## config.mk

```make
export PLATFORM = sky130hd
export DESIGN_NAME = cor_top
export DESIGN_NICKNAME = d
export VERILOG_FILES = /design/src/include/cor_pkg.sv /design/src/hw/cor_top.sv /design/src/hw/cor_sync.sv /design/src/hw/cor_out_stage.sv
export VERILOG_INCLUDE_DIRS = /design/src /design/src/include
export SDC_FILE = /design/constraint.sdc
export NUM_CORES = 1
export LEC_CHECK = 0
export ABC_CLOCK_PERIOD_IN_PS = 4700
export BUFFER_PORTS_ARGS = -buffer_cell sky130_fd_sc_hd__buf_2
export CORE_MARGIN = 2
export CORE_UTILIZATION = 40
export DETAILED_ROUTE_END_ITERATION = 16
export PLACE_DENSITY = 0.66
export SKIP_LAST_GASP = 1
export SLEW_MARGIN = 20
export SYNTH_ARGS = -nofsm -noshare
export SYNTH_HDL_FRONTEND = slang
export SYNTH_HIERARCHICAL = 1
export SYNTH_SLANG_ARGS = --single-unit
```

## constraint.sdc

```tcl
create_clock -name ref_clk -period 4.7 [get_ports ref_clk]
set_clock_uncertainty 0.2 [all_clocks]
set_input_delay 0.47 -clock ref_clk [delete_from_list [all_inputs] [get_ports ref_clk]]
set_output_delay 0.47 -clock ref_clk [all_outputs]
set_load 0.01 [all_outputs]
```

## src/include/cor_defs.svh

```systemverilog
// register offsets, field positions, reset values and write masks
`ifndef COR_DEFS_SVH
`define COR_DEFS_SVH

// --------------------------------------------------------------------
// register offsets
// --------------------------------------------------------------------
`define COR_OFS_GROUP0       8'h75
`define COR_OFS_GROUP1       8'h76
`define COR_OFS_GROUP2       8'h77
`define COR_OFS_GROUP3       8'h78
`define COR_OFS_GROUP4       8'h79
`define COR_OFS_GROUP5       8'h7A
`define COR_OFS_GROUP6       8'h7B
`define COR_NUM_REGS         7

// --------------------------------------------------------------------
// field positions
// --------------------------------------------------------------------
`define COR_MODE_HI          7
`define COR_MODE_LO          6
`define COR_POL_A            3
`define COR_POL_B            2
`define COR_PAIR12_SEL       1
`define COR_PAIR36_SEL       0

// --------------------------------------------------------------------
// reset values
// --------------------------------------------------------------------
`define COR_RST_GROUP0       8'h03
`define COR_RST_OTHER        8'h00

// --------------------------------------------------------------------
// writable bits; reserved bits read as zero
// --------------------------------------------------------------------
`define COR_WMASK_GROUP0     8'hFB
`define COR_WMASK_GROUP1     8'hF8
`define COR_WMASK_GROUP2     8'h30
`define COR_WMASK_GROUP3     8'hFC
`define COR_WMASK_GROUP4     8'hF8
`define COR_WMASK_GROUP5     8'hF8
`define COR_WMASK_GROUP6     8'h30

// --------------------------------------------------------------------
// serial port and output pin count
// --------------------------------------------------------------------
`define COR_BITS_PER_BYTE    4'h8
`define COR_NUM_PINS         9

`endif

```

## src/include/cor_pkg.sv

```systemverilog
// types shared by the output routing and control block
package cor_pkg;

    typedef enum logic [3:0] {
        SP_IDLE,
        SP_ADDR,
        SP_ACK_ADDR,
        SP_PTR,
        SP_ACK_PTR,
        SP_WDATA,
        SP_ACK_WDATA,
        SP_RDATA,
        SP_RACK
    } cor_sp_state_type;

    typedef logic [7:0] cor_byte_type;

endpackage

```

## src/hw/cor_top.sv

```systemverilog
// clock output routing and enable control with serial register port
// Functional notes
// [RL1] select12 high: output 1 from divider 1, output 2 from divider 2
// [RL2] select12 low: outputs 1 and 2 both from divider 2
// [RL3] select36 high: output 3 from divider 3, output 6 from divider 6
// [RL4] select36 low: outputs 3 and 6 both from divider 6
// [RL5] disable mode: low bit 0 tristate, 01 park low, 11 park high
// [RL6] group 0 disable mode affects only output 0
// [RL7] polarity bit 0 passes clock, 1 inverts; group 1 covers outputs 1, 2
// [RL8] group 1 disable mode governs outputs 1 and 2 together
// [RL9] group 3 disable mode governs outputs 3 and 6 together
// [RL10] group 4 disable mode governs output 4 true and complement
// [RL11] group 5 disable mode governs output 5 true and complement
// [RL12] disabled state only while disabled; enabled drives selected clock
`timescale 1ns/1ps
`include "cor_defs.svh"
module cor_top #(
    // arbitrary value, not tied to any part
    parameter logic [6:0] DEV_ADDR = 7'h55
) (
    input  wire logic                     ref_clk,
    input  wire logic                     arst_n,
    input  wire logic                     scl_in,
    input  wire logic                     sda_in,
    output logic                          sda_out_q,
    output logic                          sda_oe_q,
    input  wire logic [6:0]               div_clk,
    input  wire logic [`COR_NUM_PINS-1:0] out_enable,
    output logic      [`COR_NUM_PINS-1:0] clk_out,
    output logic      [`COR_NUM_PINS-1:0] clk_out_oe
);

    // ----------------------------------------------------------------
    // pin synchronisers
    // ----------------------------------------------------------------
    logic scl_s;
    logic sda_s;

    cor_sync #(.RST_VAL(1'b1)) u_scl_sync (
        .ref_clk (ref_clk),
        .arst_n  (arst_n),
        .pin_in  (scl_in),
        .level_q (scl_s)
    );

    cor_sync #(.RST_VAL(1'b1)) u_sda_sync (
        .ref_clk (ref_clk),
        .arst_n  (arst_n),
        .pin_in  (sda_in),
        .level_q (sda_s)
    );

    // ----------------------------------------------------------------
    // register storage
    // ----------------------------------------------------------------
    cor_pkg::cor_byte_type cfg_q [0:`COR_NUM_REGS-1];

    function automatic logic reg_hit(input logic [7:0] ofs);
        reg_hit = (ofs >= `COR_OFS_GROUP0) && (ofs <= `COR_OFS_GROUP6);
    endfunction

    function automatic logic [2:0] reg_idx(input logic [7:0] ofs);
        logic [7:0] diff;
        diff    = ofs - `COR_OFS_GROUP0;
        reg_idx = diff[2:0];
    endfunction

    function automatic logic [7:0] reg_wmask(input logic [2:0] idx);
        unique case (idx)
            3'h0:    reg_wmask = `COR_WMASK_GROUP0;
            3'h1:    reg_wmask = `COR_WMASK_GROUP1;
            3'h2:    reg_wmask = `COR_WMASK_GROUP2;
            3'h3:    reg_wmask = `COR_WMASK_GROUP3;
            3'h4:    reg_wmask = `COR_WMASK_GROUP4;
            3'h5:    reg_wmask = `COR_WMASK_GROUP5;
            3'h6:    reg_wmask = `COR_WMASK_GROUP6;
            default: reg_wmask = 8'h00;
        endcase
    endfunction

    function automatic logic [7:0] reg_rst(input int idx);
        reg_rst = (idx == 0) ? `COR_RST_GROUP0 : `COR_RST_OTHER;
    endfunction

    // ----------------------------------------------------------------
    // serial port events
    // ----------------------------------------------------------------
    logic scl_p_q;
    logic sda_p_q;
    logic start_w;
    logic stop_w;
    logic rise_w;
    logic fall_w;

    assign start_w = scl_s & scl_p_q & sda_p_q & ~sda_s;
    assign stop_w  = scl_s & scl_p_q & ~sda_p_q & sda_s;
    assign rise_w  = scl_s & ~scl_p_q;
    assign fall_w  = ~scl_s & scl_p_q;

    // ----------------------------------------------------------------
    // serial port state
    // ----------------------------------------------------------------
    cor_pkg::cor_sp_state_type state_q;
    cor_pkg::cor_sp_state_type state_d;
    logic [3:0] bit_q;
    logic [3:0] bit_d;
    logic [7:0] shift_q;
    logic [7:0] shift_d;
    logic [7:0] ptr_q;
    logic [7:0] ptr_d;
    logic [7:0] tx_q;
    logic [7:0] tx_d;
    logic       rw_q;
    logic       rw_d;
    logic       oe_d;
    logic       wr_en;
    logic [7:0] rd_data;
    logic       byte_done;

    assign rd_data   = reg_hit(ptr_q) ? cfg_q[reg_idx(ptr_q)] : 8'h00;
    assign byte_done = fall_w && (bit_q == `COR_BITS_PER_BYTE);

    always_comb begin
        state_d = state_q;
        bit_d   = bit_q;
        shift_d = shift_q;
        ptr_d   = ptr_q;
        tx_d    = tx_q;
        rw_d    = rw_q;
        oe_d    = sda_oe_q;
        wr_en   = 1'b0;
        if (start_w) begin
            state_d = cor_pkg::SP_ADDR;
            bit_d   = 4'h0;
            oe_d    = 1'b0;
        end else if (stop_w) begin
            state_d = cor_pkg::SP_IDLE;
            oe_d    = 1'b0;
        end else begin
            unique case (state_q)
                cor_pkg::SP_IDLE: begin
                end
                cor_pkg::SP_ADDR, cor_pkg::SP_PTR,
                cor_pkg::SP_WDATA: begin
                    if (rise_w && bit_q < `COR_BITS_PER_BYTE) begin
                        shift_d = {shift_q[6:0], sda_s};
                        bit_d   = bit_q + 4'h1;
                    end
                    if (byte_done) begin
                        bit_d = 4'h0;
                        oe_d  = 1'b1;
                        if (state_q == cor_pkg::SP_ADDR) begin
                            rw_d    = shift_q[0];
                            state_d = cor_pkg::SP_ACK_ADDR;
                            if (shift_q[7:1] != DEV_ADDR) begin
                                oe_d    = 1'b0;
                                state_d = cor_pkg::SP_IDLE;
                            end
                        end else if (state_q == cor_pkg::SP_PTR) begin
                            ptr_d   = shift_q;
                            state_d = cor_pkg::SP_ACK_PTR;
                        end else begin
                            wr_en   = 1'b1;
                            state_d = cor_pkg::SP_ACK_WDATA;
                        end
                    end
                end
                cor_pkg::SP_ACK_ADDR: begin
                    if (fall_w) begin
                        if (rw_q) begin
                            tx_d    = rd_data;
                            oe_d    = ~rd_data[7];
                            bit_d   = 4'h1;
                            state_d = cor_pkg::SP_RDATA;
                        end else begin
                            oe_d    = 1'b0;
                            state_d = cor_pkg::SP_PTR;
                        end
                    end
                end
                cor_pkg::SP_ACK_PTR: begin
                    if (fall_w) begin
                        oe_d    = 1'b0;
                        state_d = cor_pkg::SP_WDATA;
                    end
                end
                cor_pkg::SP_ACK_WDATA: begin
                    if (fall_w) begin
                        oe_d    = 1'b0;
                        ptr_d   = ptr_q + 8'h01;
                        state_d = cor_pkg::SP_WDATA;
                    end
                end
                cor_pkg::SP_RDATA: begin
                    if (byte_done) begin
                        oe_d    = 1'b0;
                        state_d = cor_pkg::SP_RACK;
                    end else if (fall_w) begin
                        tx_d  = {tx_q[6:0], 1'b0};
                        oe_d  = ~tx_q[6];
                        bit_d = bit_q + 4'h1;
                    end
                end
                cor_pkg::SP_RACK: begin
                    if (rise_w) begin
                        if (sda_s) begin
                            state_d = cor_pkg::SP_IDLE;
                        end else begin
                            ptr_d = ptr_q + 8'h01;
                        end
                    end else if (fall_w) begin
                        tx_d    = rd_data;
                        oe_d    = ~rd_data[7];
                        bit_d   = 4'h1;
                        state_d = cor_pkg::SP_RDATA;
                    end
                end
                default: begin
                    state_d = cor_pkg::SP_IDLE;
                    oe_d    = 1'b0;
                end
            endcase
        end
    end

    always_ff @(posedge ref_clk or negedge arst_n) begin
        if (!arst_n) begin
            state_q  <= cor_pkg::SP_IDLE;
            bit_q    <= 4'h0;
            shift_q  <= 8'h00;
            ptr_q    <= 8'h00;
            tx_q     <= 8'h00;
            rw_q     <= 1'b0;
            sda_oe_q <= 1'b0;
            scl_p_q  <= 1'b1;
            sda_p_q  <= 1'b1;
        end else begin
            state_q  <= state_d;
            bit_q    <= bit_d;
            shift_q  <= shift_d;
            ptr_q    <= ptr_d;
            tx_q     <= tx_d;
            rw_q     <= rw_d;
            sda_oe_q <= oe_d;
            scl_p_q  <= scl_s;
            sda_p_q  <= sda_s;
        end
    end

    // open drain: only ever pulls low
    always_ff @(posedge ref_clk or negedge arst_n) begin
        if (!arst_n) begin
            sda_out_q <= 1'b0;
        end else begin
            sda_out_q <= 1'b0;
        end
    end

    // ----------------------------------------------------------------
    // register writes
    // ----------------------------------------------------------------
    logic       wr_hit;
    logic [2:0] wr_idx;
    logic [7:0] wr_val;

    assign wr_hit = wr_en && reg_hit(ptr_q);
    assign wr_idx = reg_idx(ptr_q);
    assign wr_val = shift_q & reg_wmask(wr_idx);

    always_ff @(posedge ref_clk or negedge arst_n) begin
        if (!arst_n) begin
            for (int i = 0; i < `COR_NUM_REGS; i++) begin
                cfg_q[i] <= reg_rst(i);
            end
        end else if (wr_hit) begin
            cfg_q[wr_idx] <= wr_val;
        end
    end

    // ----------------------------------------------------------------
    // routing, polarity and disable mode per pin
    // ----------------------------------------------------------------
    logic                     pair12_source_select;
    logic                     pair36_source_select;
    logic [1:0]               group0_disable_mode;
    logic [1:0]               group1_disable_mode;
    logic [1:0]               group3_disable_mode;
    logic [1:0]               group4_disable_mode;
    logic [1:0]               group5_disable_mode;
    logic                     group0_polarity;
    logic                     group1_polarity;
    logic [`COR_NUM_PINS-1:0] pin_src;
    logic [`COR_NUM_PINS-1:0] pin_inv;
    logic [1:0]               pin_mode [0:`COR_NUM_PINS-1];

    assign pair12_source_select = cfg_q[0][`COR_PAIR12_SEL];
    assign pair36_source_select = cfg_q[0][`COR_PAIR36_SEL];
    assign group0_disable_mode  = cfg_q[0][`COR_MODE_HI:`COR_MODE_LO];
    assign group1_disable_mode  = cfg_q[1][`COR_MODE_HI:`COR_MODE_LO];
    assign group3_disable_mode  = cfg_q[3][`COR_MODE_HI:`COR_MODE_LO];
    assign group4_disable_mode  = cfg_q[4][`COR_MODE_HI:`COR_MODE_LO];
    assign group5_disable_mode  = cfg_q[5][`COR_MODE_HI:`COR_MODE_LO];
    assign group0_polarity      = cfg_q[0][`COR_POL_A];
    assign group1_polarity      = cfg_q[1][`COR_POL_A];

    // pin order: 0,1,2,3,4,4 complement,5,5 complement,6
    assign pin_src[0] = div_clk[0];
    assign pin_src[1] = pair12_source_select ? div_clk[1]   // RL1
                                             : div_clk[2];  // RL2
    assign pin_src[2] = div_clk[2];                         // RL1 RL2
    assign pin_src[3] = pair36_source_select ? div_clk[3]   // RL3
                                             : div_clk[6];  // RL4
    assign pin_src[4] = div_clk[4];
    assign pin_src[5] = ~div_clk[4];
    assign pin_src[6] = div_clk[5];
    assign pin_src[7] = ~div_clk[5];
    assign pin_src[8] = div_clk[6];                         // RL3 RL4

    assign pin_inv[0] = group0_polarity;                    // RL7
    assign pin_inv[1] = group1_polarity;                    // RL7
    assign pin_inv[2] = group1_polarity;                    // RL7
    assign pin_inv[3] = cfg_q[3][`COR_POL_A];
    assign pin_inv[4] = cfg_q[4][`COR_POL_A];
    assign pin_inv[5] = cfg_q[4][`COR_POL_A];
    assign pin_inv[6] = cfg_q[5][`COR_POL_A];
    assign pin_inv[7] = cfg_q[5][`COR_POL_A];
    assign pin_inv[8] = cfg_q[3][`COR_POL_B];

    assign pin_mode[0] = group0_disable_mode;               // RL6
    assign pin_mode[1] = group1_disable_mode;               // RL8
    assign pin_mode[2] = group1_disable_mode;               // RL8
    assign pin_mode[3] = group3_disable_mode;               // RL9
    assign pin_mode[4] = group4_disable_mode;               // RL10
    assign pin_mode[5] = group4_disable_mode;               // RL10
    assign pin_mode[6] = group5_disable_mode;               // RL11
    assign pin_mode[7] = group5_disable_mode;               // RL11
    assign pin_mode[8] = group3_disable_mode;               // RL9

    // ----------------------------------------------------------------
    // output pins
    // ----------------------------------------------------------------
    for (genvar p = 0; p < `COR_NUM_PINS; p++) begin : g_pin
        cor_out_stage u_stage (
            .ref_clk  (ref_clk),
            .arst_n   (arst_n),
            .src_clk  (pin_src[p]),
            .invert   (pin_inv[p]),
            .enable   (out_enable[p]),
            .mode     (pin_mode[p]),
            .pin_q    (clk_out[p]),
            .pin_oe_q (clk_out_oe[p])
        );
    end

endmodule

```

## src/hw/cor_sync.sv

```systemverilog
// two flip-flop synchroniser for one pin level
`timescale 1ns/1ps
module cor_sync #(
    parameter logic RST_VAL = 1'b1
) (
    input  wire logic ref_clk,
    input  wire logic arst_n,
    input  wire logic pin_in,
    output logic      level_q
);

    logic meta_q;

    always_ff @(posedge ref_clk or negedge arst_n) begin
        if (!arst_n) begin
            meta_q  <= RST_VAL;
            level_q <= RST_VAL;
        end else begin
            meta_q  <= pin_in;
            level_q <= meta_q;
        end
    end

endmodule

```

## src/hw/cor_out_stage.sv

```systemverilog
// one clock output pin: polarity, enable and disabled-state drive
`timescale 1ns/1ps
module cor_out_stage (
    input  wire logic       ref_clk,
    input  wire logic       arst_n,
    input  wire logic       src_clk,
    input  wire logic       invert,
    input  wire logic       enable,
    input  wire logic [1:0] mode,
    output logic            pin_q,
    output logic            pin_oe_q
);

    logic pin_d;
    logic oe_d;

    // ----------------------------------------------------------------
    // drive selection
    // ----------------------------------------------------------------
    assign pin_d = enable ? (src_clk ^ invert)             // RL7 RL12
                 : (mode[0] & mode[1]);                    // RL5
    assign oe_d  = enable | mode[0];                       // RL5 RL12

    always_ff @(posedge ref_clk or negedge arst_n) begin
        if (!arst_n) begin
            pin_q    <= 1'b0;
            pin_oe_q <= 1'b0;
        end else begin
            pin_q    <= pin_d;
            pin_oe_q <= oe_d;
        end
    end

endmodule

```

==> reports/metrics.csv, run 1 <==
metric,value,unit
clockRootBuffer,clkbuf_16,
rsz0062_at_grt,no,
numCtsBuffers,17,
worstMarginPinSlew,1.05,ns
pin_count,40,
ant_nets,0,
gr-usage-all-layers,19.0,%
crit_path_top_delay_cell,nor4b_4,
clk_pin_slew,0.05,ns
end_kind,flip-flop,
syn_area,0.00598,mm^2
synth_async_sr_flop_share,100,%
synth_enable_flop_cells,0,
synth.most_common_cell,dfrtp_1,
clock_sinks,113,
diodes,0,
core-area,0.0146,mm^2
synth_area_leader_cell,dfrtp_1,
dp_hpwl,9.96,mm
vias,4475,
wl_per_cell,18.7,um
yosys.area.top_type_share,43.9,%
route.detailed.drc,0,
portBuffers,38,
ys_ff_latch,113,
synthFlopType,dfrtp_1,
critPathLaunchType,flip-flop,
setup_violations,0,
drt_iter0_drc,486,
clock_path_buffers,2,
required,4.79,ns
r2r_setup_slack,1.27,ns
tns,0,ns
viasPerCell,5.83,
layout-drive-gt1-share,28.8,%
initial_core_util,41.0,%
die_w,126,um
die_y,126,um
cp.arrival,3.51,ns
maxSlewViolCount,0,
path_max_fanout,12,
pwr_density_cell,377,mW/mm^2
hp-class,input pin to asynchronous set/reset pin,
finalHoldViolations,3,
synth_cells,536,
first_global_vias,4549,
setup_slack,1.27,ns
die-area,0.0160,mm^2
postCtsHoldBufs,2,
cts_tree,yes,
post_cts_buffers,0,
cpPeakStageDelay,0.55,ns
outcome,finished with violations,
dpl_worst_slack,1.35,ns
whs,-0.00801,ns
syn_nets,567,
routed_wl,14.4,mm
p_total,2.63,mW
cts_resized,0,
yosysWarnings,6,
first_pass_iters,5,
synth_cell_types,74,
path_cells,"ha_1, nand4b_2, a2111oi_2, nor4b_4, and4_1, mux2_2",
grt_overflow_total,0,
violations,hold timing,
fin_crit,3.43,ns
synth_common_cells,"dfrtp_1, mux2_2, nand2_1",
syn_avg_cell_area,11.2,um^2
grt_pass1_wl,24.1,mm
slew_headroom,29.5,%
fmax,292,MHz
area_delta_synth_final,16.9,%
power_leakage,3.18,nW
yosysSeqAreaShare,47.4,%
htree_num_levels,4,
rows,44,
critPathKind,flip-flop to flip-flop,
synth.area.top_cells,"dfrtp_1, mux2_2, dfstp_2",
gp_congestion,0.904,
nNetsFinal,602,
vdd_drop_max,0.281,mV
max-cap-violations,0,
clkLatencyLatePin,0.41,ns
grt_max_degree,71,
finalCritPeriodShare,72.9,%
antenna_found_initial,0,
## kinds of logic after synthesis
kind of cell	Yosys count	share of synthesized area, %
AO/OA/AOI/OAI	107	12.2
other	1	0.0627
buffers and inverters	42	3.09
XOR/XNOR	13	1.90
multiplexers	87	17.4
flip-flops	113	47.4
AND/OR/NAND/NOR	162	15.6
adder cells (fa/ha/maj)	11	2.30
## per-stage QoR
stage / hold WS, ns / utilization, % / instance area (um^2) / std cells
2_1_floorplan: -0.0256 / - / 5980 / 536
3_3_place_gp: 0.150 / 43.2 / 6300 / 734
3_5_place_dp: 0.148 / 43.3 / 6310 / 734
4_1_cts: 0.0373 / 47.9 / 6990 / 768
5_1_grt: 0.0565 / 47.9 / 6990 / 768
6_report: -0.00801 / 47.9 / 6990 / 768
## routing by layer
layer | part of all wire, % | global-route usage (%) | wire (um)
met1 | 45 | 25.2 | 6430
met2 | 49 | 30.9 | 7020
met3 | 3.8 | 3.46 | 545
met4 | 2.6 | 7.50 | 367
met5 | 0 | 0 | 0
## placed cells by master, fill, tap and decap left out, types with 3 or more instances in the layout
cell type    n
dfrtp_1    105
o22a_1       3
and2_1       7
a21o_1       4
xnor2_1     11
mux2i_1     12
nor2_1      29
and3_1       6
buf_4        5
mux4_2       7
o211ai_1     5
dfstp_2      8
or2_2        3
buf_2       37
nor3_1       4
a31oi_1     12
or3b_2       3
nand3b_1     6
or3_1        3
mux2_2      65
a21boi_0     4
nand2b_1     8
nand3_1      6
mux2_1       3
inv_1       12
clkbuf_16   17
a211o_1      5
o21ai_0     23
nor4_1       3
o22ai_1      4
or2_1        9
nand2_1     40
ha_1        11
nor2b_1     11
a21oi_1     18
nand4_2      3
and2_0       3
a221oi_1     4
bufinv_16    5
## power breakdown
| group | leakage [nW] | internal, mW | switching (mW) | total (mW) |
|---|---|---|---|---|
| Sequential | 1.51 | 1.01 | 0.0391 | 1.05 |
| Combinational | 1.35 | 0.0692 | 0.0895 | 0.159 |
| Clock | 0.317 | 0.973 | 0.457 | 1.43 |
| Total | 3.18 | 2.05 | 0.586 | 2.63 |
## final timing paths
| check | from | depth (start not counted) | to |
|---|---|---|---|
| min in group ref_clk | out_enable[0] | 2 | g_pin[0].u_stage/pin_q |
| max | scl_p_q | 6 | cfg_q[45] |
| min | arst_n | 1 | bit_q[0] |
| min reg2reg | u_scl_sync/meta_q | 0 | u_scl_sync/level_q |
| max reg2reg | scl_p_q | 6 | cfg_q[45] |
| max in group asynchronous | arst_n | 2 | cfg_q[49] |
## flip-flops by register name, indices dropped and copies added (netlist names), 4 cells and up
signal and flops:
g_pin.u_stage/pin_q 9, shift_q 8, bit_q 4, g_pin.u_stage/pin_oe_q 9
tx_q 7, ptr_q 8, state_q 4, cfg_q 56
## critical path, delay by kind of cell (launching register included)
| kind | cells | cell delay [ns] |
|---|---|---|
| compound gates | 1 | 0.46 |
| flops | 1 | 0.54 |
| simple gates | 3 | 1.30 |
| mux | 1 | 0.40 |
| fa+ha+maj | 1 | 0.41 |
## cell type report
cell class / count / area [um^2]
Inverter: 14 / 52.6
Clock buffer: 20 / 457
Fill cell: 1289 / 7590
Clock inverter: 12 / 205
Sequential cell: 113 / 2840
Tap cell: 184 / 230
Timing Repair Buffer: 44 / 243
Multi-Input combinational cell: 381 / 2970
Power figures use the tool's default switching activity.
==> run 2: changes to the inputs <==
ABC_CLOCK_PERIOD_IN_PS = 3400   (was 4700)
clock period = 3.4 ns   (was 4.7 ns; I/O delays follow)
==> run 2 against run 1 <==
  * The flow now finishes without violations
  * Clock power up 26%
  * Worst setup slack worse by 0.97 ns
  * Routed wire length up 0.62%
  * Cell area up 1.2%
  * Clock-buffer cell count up 3
  * Combinational power up 50%
  * First-iteration DRC count down 1.0%
  * Register-to-register slack worse by 0.97 ns
  * Critical path type unchanged
  * Critical endpoint is now cfg_q[46]
  * Largest cell class unchanged
  * Highest routed layer unchanged
==> reports/metrics.csv, run 2 (synthesis results as in run 1) <==
metric,value,unit
viasPerCell,5.69,
layout-drive-gt1-share,28.5,%
diodes,0,
reg2reg_depth,7,
rsz0062_at_grt,no,
fin_crit,3.10,ns
crit_path_top_delay_cell,dfstp_2,
clkLatencyLatePin,0.41,ns
pwr_density_cell,492,mW/mm^2
clock_sinks,113,
grt_overflow_total,0,
maxSlewViolCount,0,
route.detailed.drc,0,
max-cap-violations,0,
power_leakage,3.22,nW
gp_congestion,0.916,
cp.arrival,3.19,ns
grt_pass1_wl,23.8,mm
slew_headroom,34.3,%
die_y,126,um
largest_register_ffs,56,
dp_hpwl,9.92,mm
gr-usage-all-layers,18.9,%
area_delta_synth_final,18.3,%
path_max_fanout,12,
reg_top3,"cfg_q x56, g_pin.u_stage/pin_oe_q x9, g_pin.u_stage/pin_q x9",
clockRootBuffer,clkbuf_16,
finalCritPeriodShare,91.2,%
vdd_drop_max,0.405,mV
critPathLaunchType,flip-flop,
pin_count,40,
largest_register,cfg_q,
portBuffers,38,
end_kind,flip-flop,
first_global_vias,4534,
antenna_found_initial,0,
tns,0,ns
setup_violations,0,
cts_tree,yes,
critPathKind,flip-flop to flip-flop,
grt_max_degree,68,
nFillCells,1305,
clk_pin_slew,0.05,ns
wl_per_cell,18.5,um
ant_nets,0,
first_pass_iters,5,
die-area,0.0160,mm^2
final_cell_mix,"dfrtp_1, mux2_2, nand2_1, buf_2, nor2_1",
finalHoldViolations,0,
post_cts_buffers,0,
clock_path_buffers,2,
rows,44,
routed_wl,14.4,mm
path_cells,"ha_2, nand4b_2, a2111oi_2, nor4b_4, buf_4, and4_1, mux2_2",
worstMarginPinSlew,0.976,ns
holdPathStages,3,
nNetsFinal,617,
core-area,0.0146,mm^2
numCtsBuffers,17,
htree_num_levels,4,
hp-class,input pin to flip-flop,
initial_core_util,41.0,%
whs,0.0416,ns
vias,4452,
layout_commonest_cell,dfrtp_1,
cpPeakStageDelay,0.54,ns
drt_iter0_drc,481,
outcome,"finished, final reports clean",
die_w,126,um
fmax,322,MHz
required,3.49,ns
-- run 2: cell types whose count changed in the layout (fill, tap and decap cells not counted), moves of 2 or more --
cell           before  now
clkbuf_1            1    4
dlygate4sd3_1       2   12
buf_4               5    9
bufinv_16           5    3
-- run 2: where the power goes --
part           switching (mW)  internal [mW]
clock                   0.611           1.19
sequential             0.0480           1.39
combinational           0.132          0.107
-- run 2: path summary, 6_finish.rpt --
kind                       slack [ns]               from                endpoint
max                              0.30            scl_p_q               cfg_q[46]
min                              0.04         div_clk[0]  g_pin[0].u_stage/pin_q
max reg2reg                      0.30            scl_p_q               cfg_q[46]
min reg2reg                      0.16  u_sda_sync/meta_q      u_sda_sync/level_q
max in group asynchronous        1.76             arst_n               cfg_q[48]
min in group asynchronous        0.38             arst_n              state_q[3]
-- run 2: layout make-up --
| cell class | instances | area (um^2) | area share (%) |
|---|---|---|---|
| timing repair buffer | 59 | 393 | 5.55 |
| tap | 184 | 230 | 3.25 |
| inverter | 14 | 52.6 | 0.743 |
| sequential | 113 | 2840 | 40.1 |
| multi-input combinational | 381 | 2960 | 41.9 |
| clock inverter | 9 | 133 | 1.87 |
| clock buffer | 23 | 468 | 6.61 |
-- run 2: layer usage --
metal	share of wire, %	global-route usage, %	up-vias
li1	-	-	2068
met1	44	24.4	2222
met2	50	31.1	139
met3	4.5	4.89	23
met4	1.6	6.40	0
met5	0	0	-
-- run 2: critical path, delay by kind of cell, from the launching register on --
kind	cells	cell delay [ns]
buffers and inverters	1	0.21
multiplexers	1	0.38
flip-flops	1	0.54
AO/OA/AOI/OAI	1	0.46
AND/OR/NAND/NOR	3	0.88
adder cells (fa/ha/maj)	1	0.31
-- run 2: metrics by stage --
stage / utilization, % / total power [mW] / cell area, um^2 / instances / setup WS, ns
6_report: 48.5 / 3.48 / 7080 / 783 / 0.299
3_3_place_gp: 43.6 / 1.67 / 6350 / 739 / 0.336
3_5_place_dp: 43.6 / 1.69 / 6350 / 739 / 0.221
5_1_grt: 48.5 / 3.59 / 7080 / 783 / 0.123
2_1_floorplan: - / 1.59 / 5980 / 536 / 0.388
4_1_cts: 48.5 / 3.49 / 7070 / 783 / 0.186
-- run 2: timing repair --
action / 4_1_cts / 5_1_grt
hold buffers: 12 / 0
gates resized for setup: 0 / 1
hold endpoints to repair: 80 / 0
setup endpoints to repair: 0 / 16
==> run 3: changes to the inputs <==
PLACE_DENSITY = 0.63   (was 0.66)
==> run 3 against run 2 <==
  * First-iteration DRC count fell by 35%
  * Sequential share of layout area fell by 0.31 points
  * Fmax rose by 5.1%
  * Register-to-register slack improved by 0.15 ns
  * Final cell count rose by 0.64%
  * Critical path depth fell by 1
  * Clock power rose by 3%
  * Combinational power fell by 2%
  * Critical path type unchanged
  * Highest routed layer unchanged
==> reports/metrics.csv, run 3 (synthesis results as in run 1) <==
metric,value,unit
wl_per_cell,18.9,um
crit_path_top_delay_cell,dfstp_2,
p_switching,858,uW
finalCritPeriodShare,86.8,%
power.share.clock,52.7,%
dp_hpwl,10.3,mm
critPathLaunch,scl_p_q,
timing.rr.end,cfg_q[11],
critPathLaunchType,flip-flop,
power_leakage,3.26,nW
cts_resized,0,
endpoint,cfg_q[11],
cp.buffers_inverters,0,
die_w,126,um
area_delta_synth_final,19.2,%
clock_path_buffers,2,
setup_violations,0,
cts_tree,yes,
largest_register,cfg_q,
nFillCells,1291,
cp.arrival,3.05,ns
ant_nets,0,
sequentialPowerShare,40.7,%
fin_crit,2.95,ns
fin_cells,788,
nNetsFinal,622,
gp_congestion,0.883,
grt_pass1_wl,24.7,mm
p_total,3.53,mW
critPathKind,flip-flop to flip-flop,
dp.cells,744,
crit_family,simple AND/OR/NAND/NOR gates,
post_cts_buffers,0,
layout-drive-gt1-share,29.6,%
rsz0062_at_grt,no,
first_global_vias,4659,
worstMarginPinSlew,1.04,ns
finalHoldViolations,0,
pwr_density_cell,495,mW/mm^2
diodes,0,
die_y,126,um
core-area,0.0146,mm^2
required,3.50,ns
vdd_drop_max,0.337,mV
reg2reg_depth,6,
clock_sinks,113,
first_pass_iters,5,
tns,0,ns
max-cap-violations,0,
path_cells,"ha_1, nand4b_2, a2111oi_2, nor4b_4, and4_1, mux2_2",
die-area,0.0160,mm^2
portBuffers,38,
rows,44,
layout_commonest_cell,dfrtp_1,
clockRootBuffer,clkbuf_16,
comb_power_share,6.6,%
path_depth,6,
htree_num_levels,4,
fmax,339,MHz
drt_iter0_drc,315,
routed_wl,14.9,mm
p_int,2.67,mW
grt_overflow_total,0,
outcome,"finished, final reports clean",
clk_pin_slew,0.06,ns
initial_core_util,41.0,%
route.detailed.drc,0,
finish.utilization,48.9,%
grt_max_degree,59,
p_sw_share,24.3,%
largest_register_ffs,56,
r2r_setup_slack,0.45,ns
maxSlewViolCount,0,
cpPeakStageDelay,0.54,ns
gr-usage-all-layers,19.8,%
vias,4471,
hp-class,input pin to flip-flop,
path_max_fanout,8,
reg_top3,"cfg_q x56, g_pin.u_stage/pin_oe_q x9, g_pin.u_stage/pin_q x9",
viasPerCell,5.67,
antenna_found_initial,0,
end_kind,flip-flop,
r2r-start,scl_p_q,
final_cell_mix,"dfrtp_1, mux2_2, nand2_1, buf_2, nor2_1",
slew_headroom,29.8,%
clkLatencyLatePin,0.42,ns
pin_count,40,
whs,0.0207,ns
numCtsBuffers,17,
## run 3: cell count changes in the layout (fill, tap and decap cells not counted), sizes merged
cell | previous run | this run
buf | 47 | 52
clkbuf | 23 | 17
inv | 13 | 20
clkinv | 5 | 4
## run 3: how the worst min path moves through the flow
stage	startpoint	to	cells past startpoint
floorplan	arst_n	bit_q[0]	0
global placement	u_sda_sync/meta_q	u_sda_sync/level_q	0
detailed placement	u_sda_sync/meta_q	u_sda_sync/level_q	0
CTS	div_clk[0]	g_pin[0].u_stage/pin_q	3
global route	div_clk[2]	g_pin[2].u_stage/pin_q	3
finish	div_clk[0]	g_pin[0].u_stage/pin_q	3
## run 3: per-stage QoR
| stage | setup WS, ns | instance area [um^2] |
|---|---|---|
| floorplan | 0.388 | 5980 |
| global placement | 0.518 | 6390 |
| detailed placement | 0.449 | 6390 |
| CTS | 0.437 | 7130 |
| global route | 0.302 | 7130 |
| finish | 0.450 | 7130 |
## run 3: cell type report
cell class                      count  area [um^2]  share of cell area (%)
Multi-Input combinational cell    381         2960                    41.5
Sequential cell                   113         2840                    39.8
Timing Repair Buffer               64          430                    6.04
Clock buffer                       17          425                    5.96
Tap cell                          184          230                    3.23
Clock inverter                     15          195                    2.74
Inverter                           14         52.6                   0.737
## run 3: worst min-delay path, cell delays in order
cell,delay (ns)
buf_2,0.08
xnor2_1,0.10
mux2i_1,0.06
## run 3: repair_timing
item / in CTS / in global routing
hold buffers: 12 / 0
endpoints found under the hold margin: 72 / 0
setup endpoints to repair: 0 / 0
## run 3: per-layer routing
layer | vias to the layer above | track usage [%] | routed length (um) | part of all wire, %
met5 | - | 0 | 0 | 0
met4 | 0 | 8.53 | 456 | 3.1
met3 | 31 | 4.85 | 615 | 4.1
met2 | 117 | 33.2 | 7370 | 49
met1 | 2256 | 24.5 | 6460 | 43
li1 | 2067 | - | - | -
## run 3: power by group through the flow
stage | Sequential (mW) | Clock, mW | Combinational (mW)
after floorplan | 1.45 | 0 | 0.137
after CTS | 1.44 | 1.88 | 0.236
after detailed placement | 1.46 | 0 | 0.226
final | 1.44 | 1.86 | 0.234
after global placement | 1.46 | 0 | 0.219
after global routing | 1.44 | 1.95 | 0.265
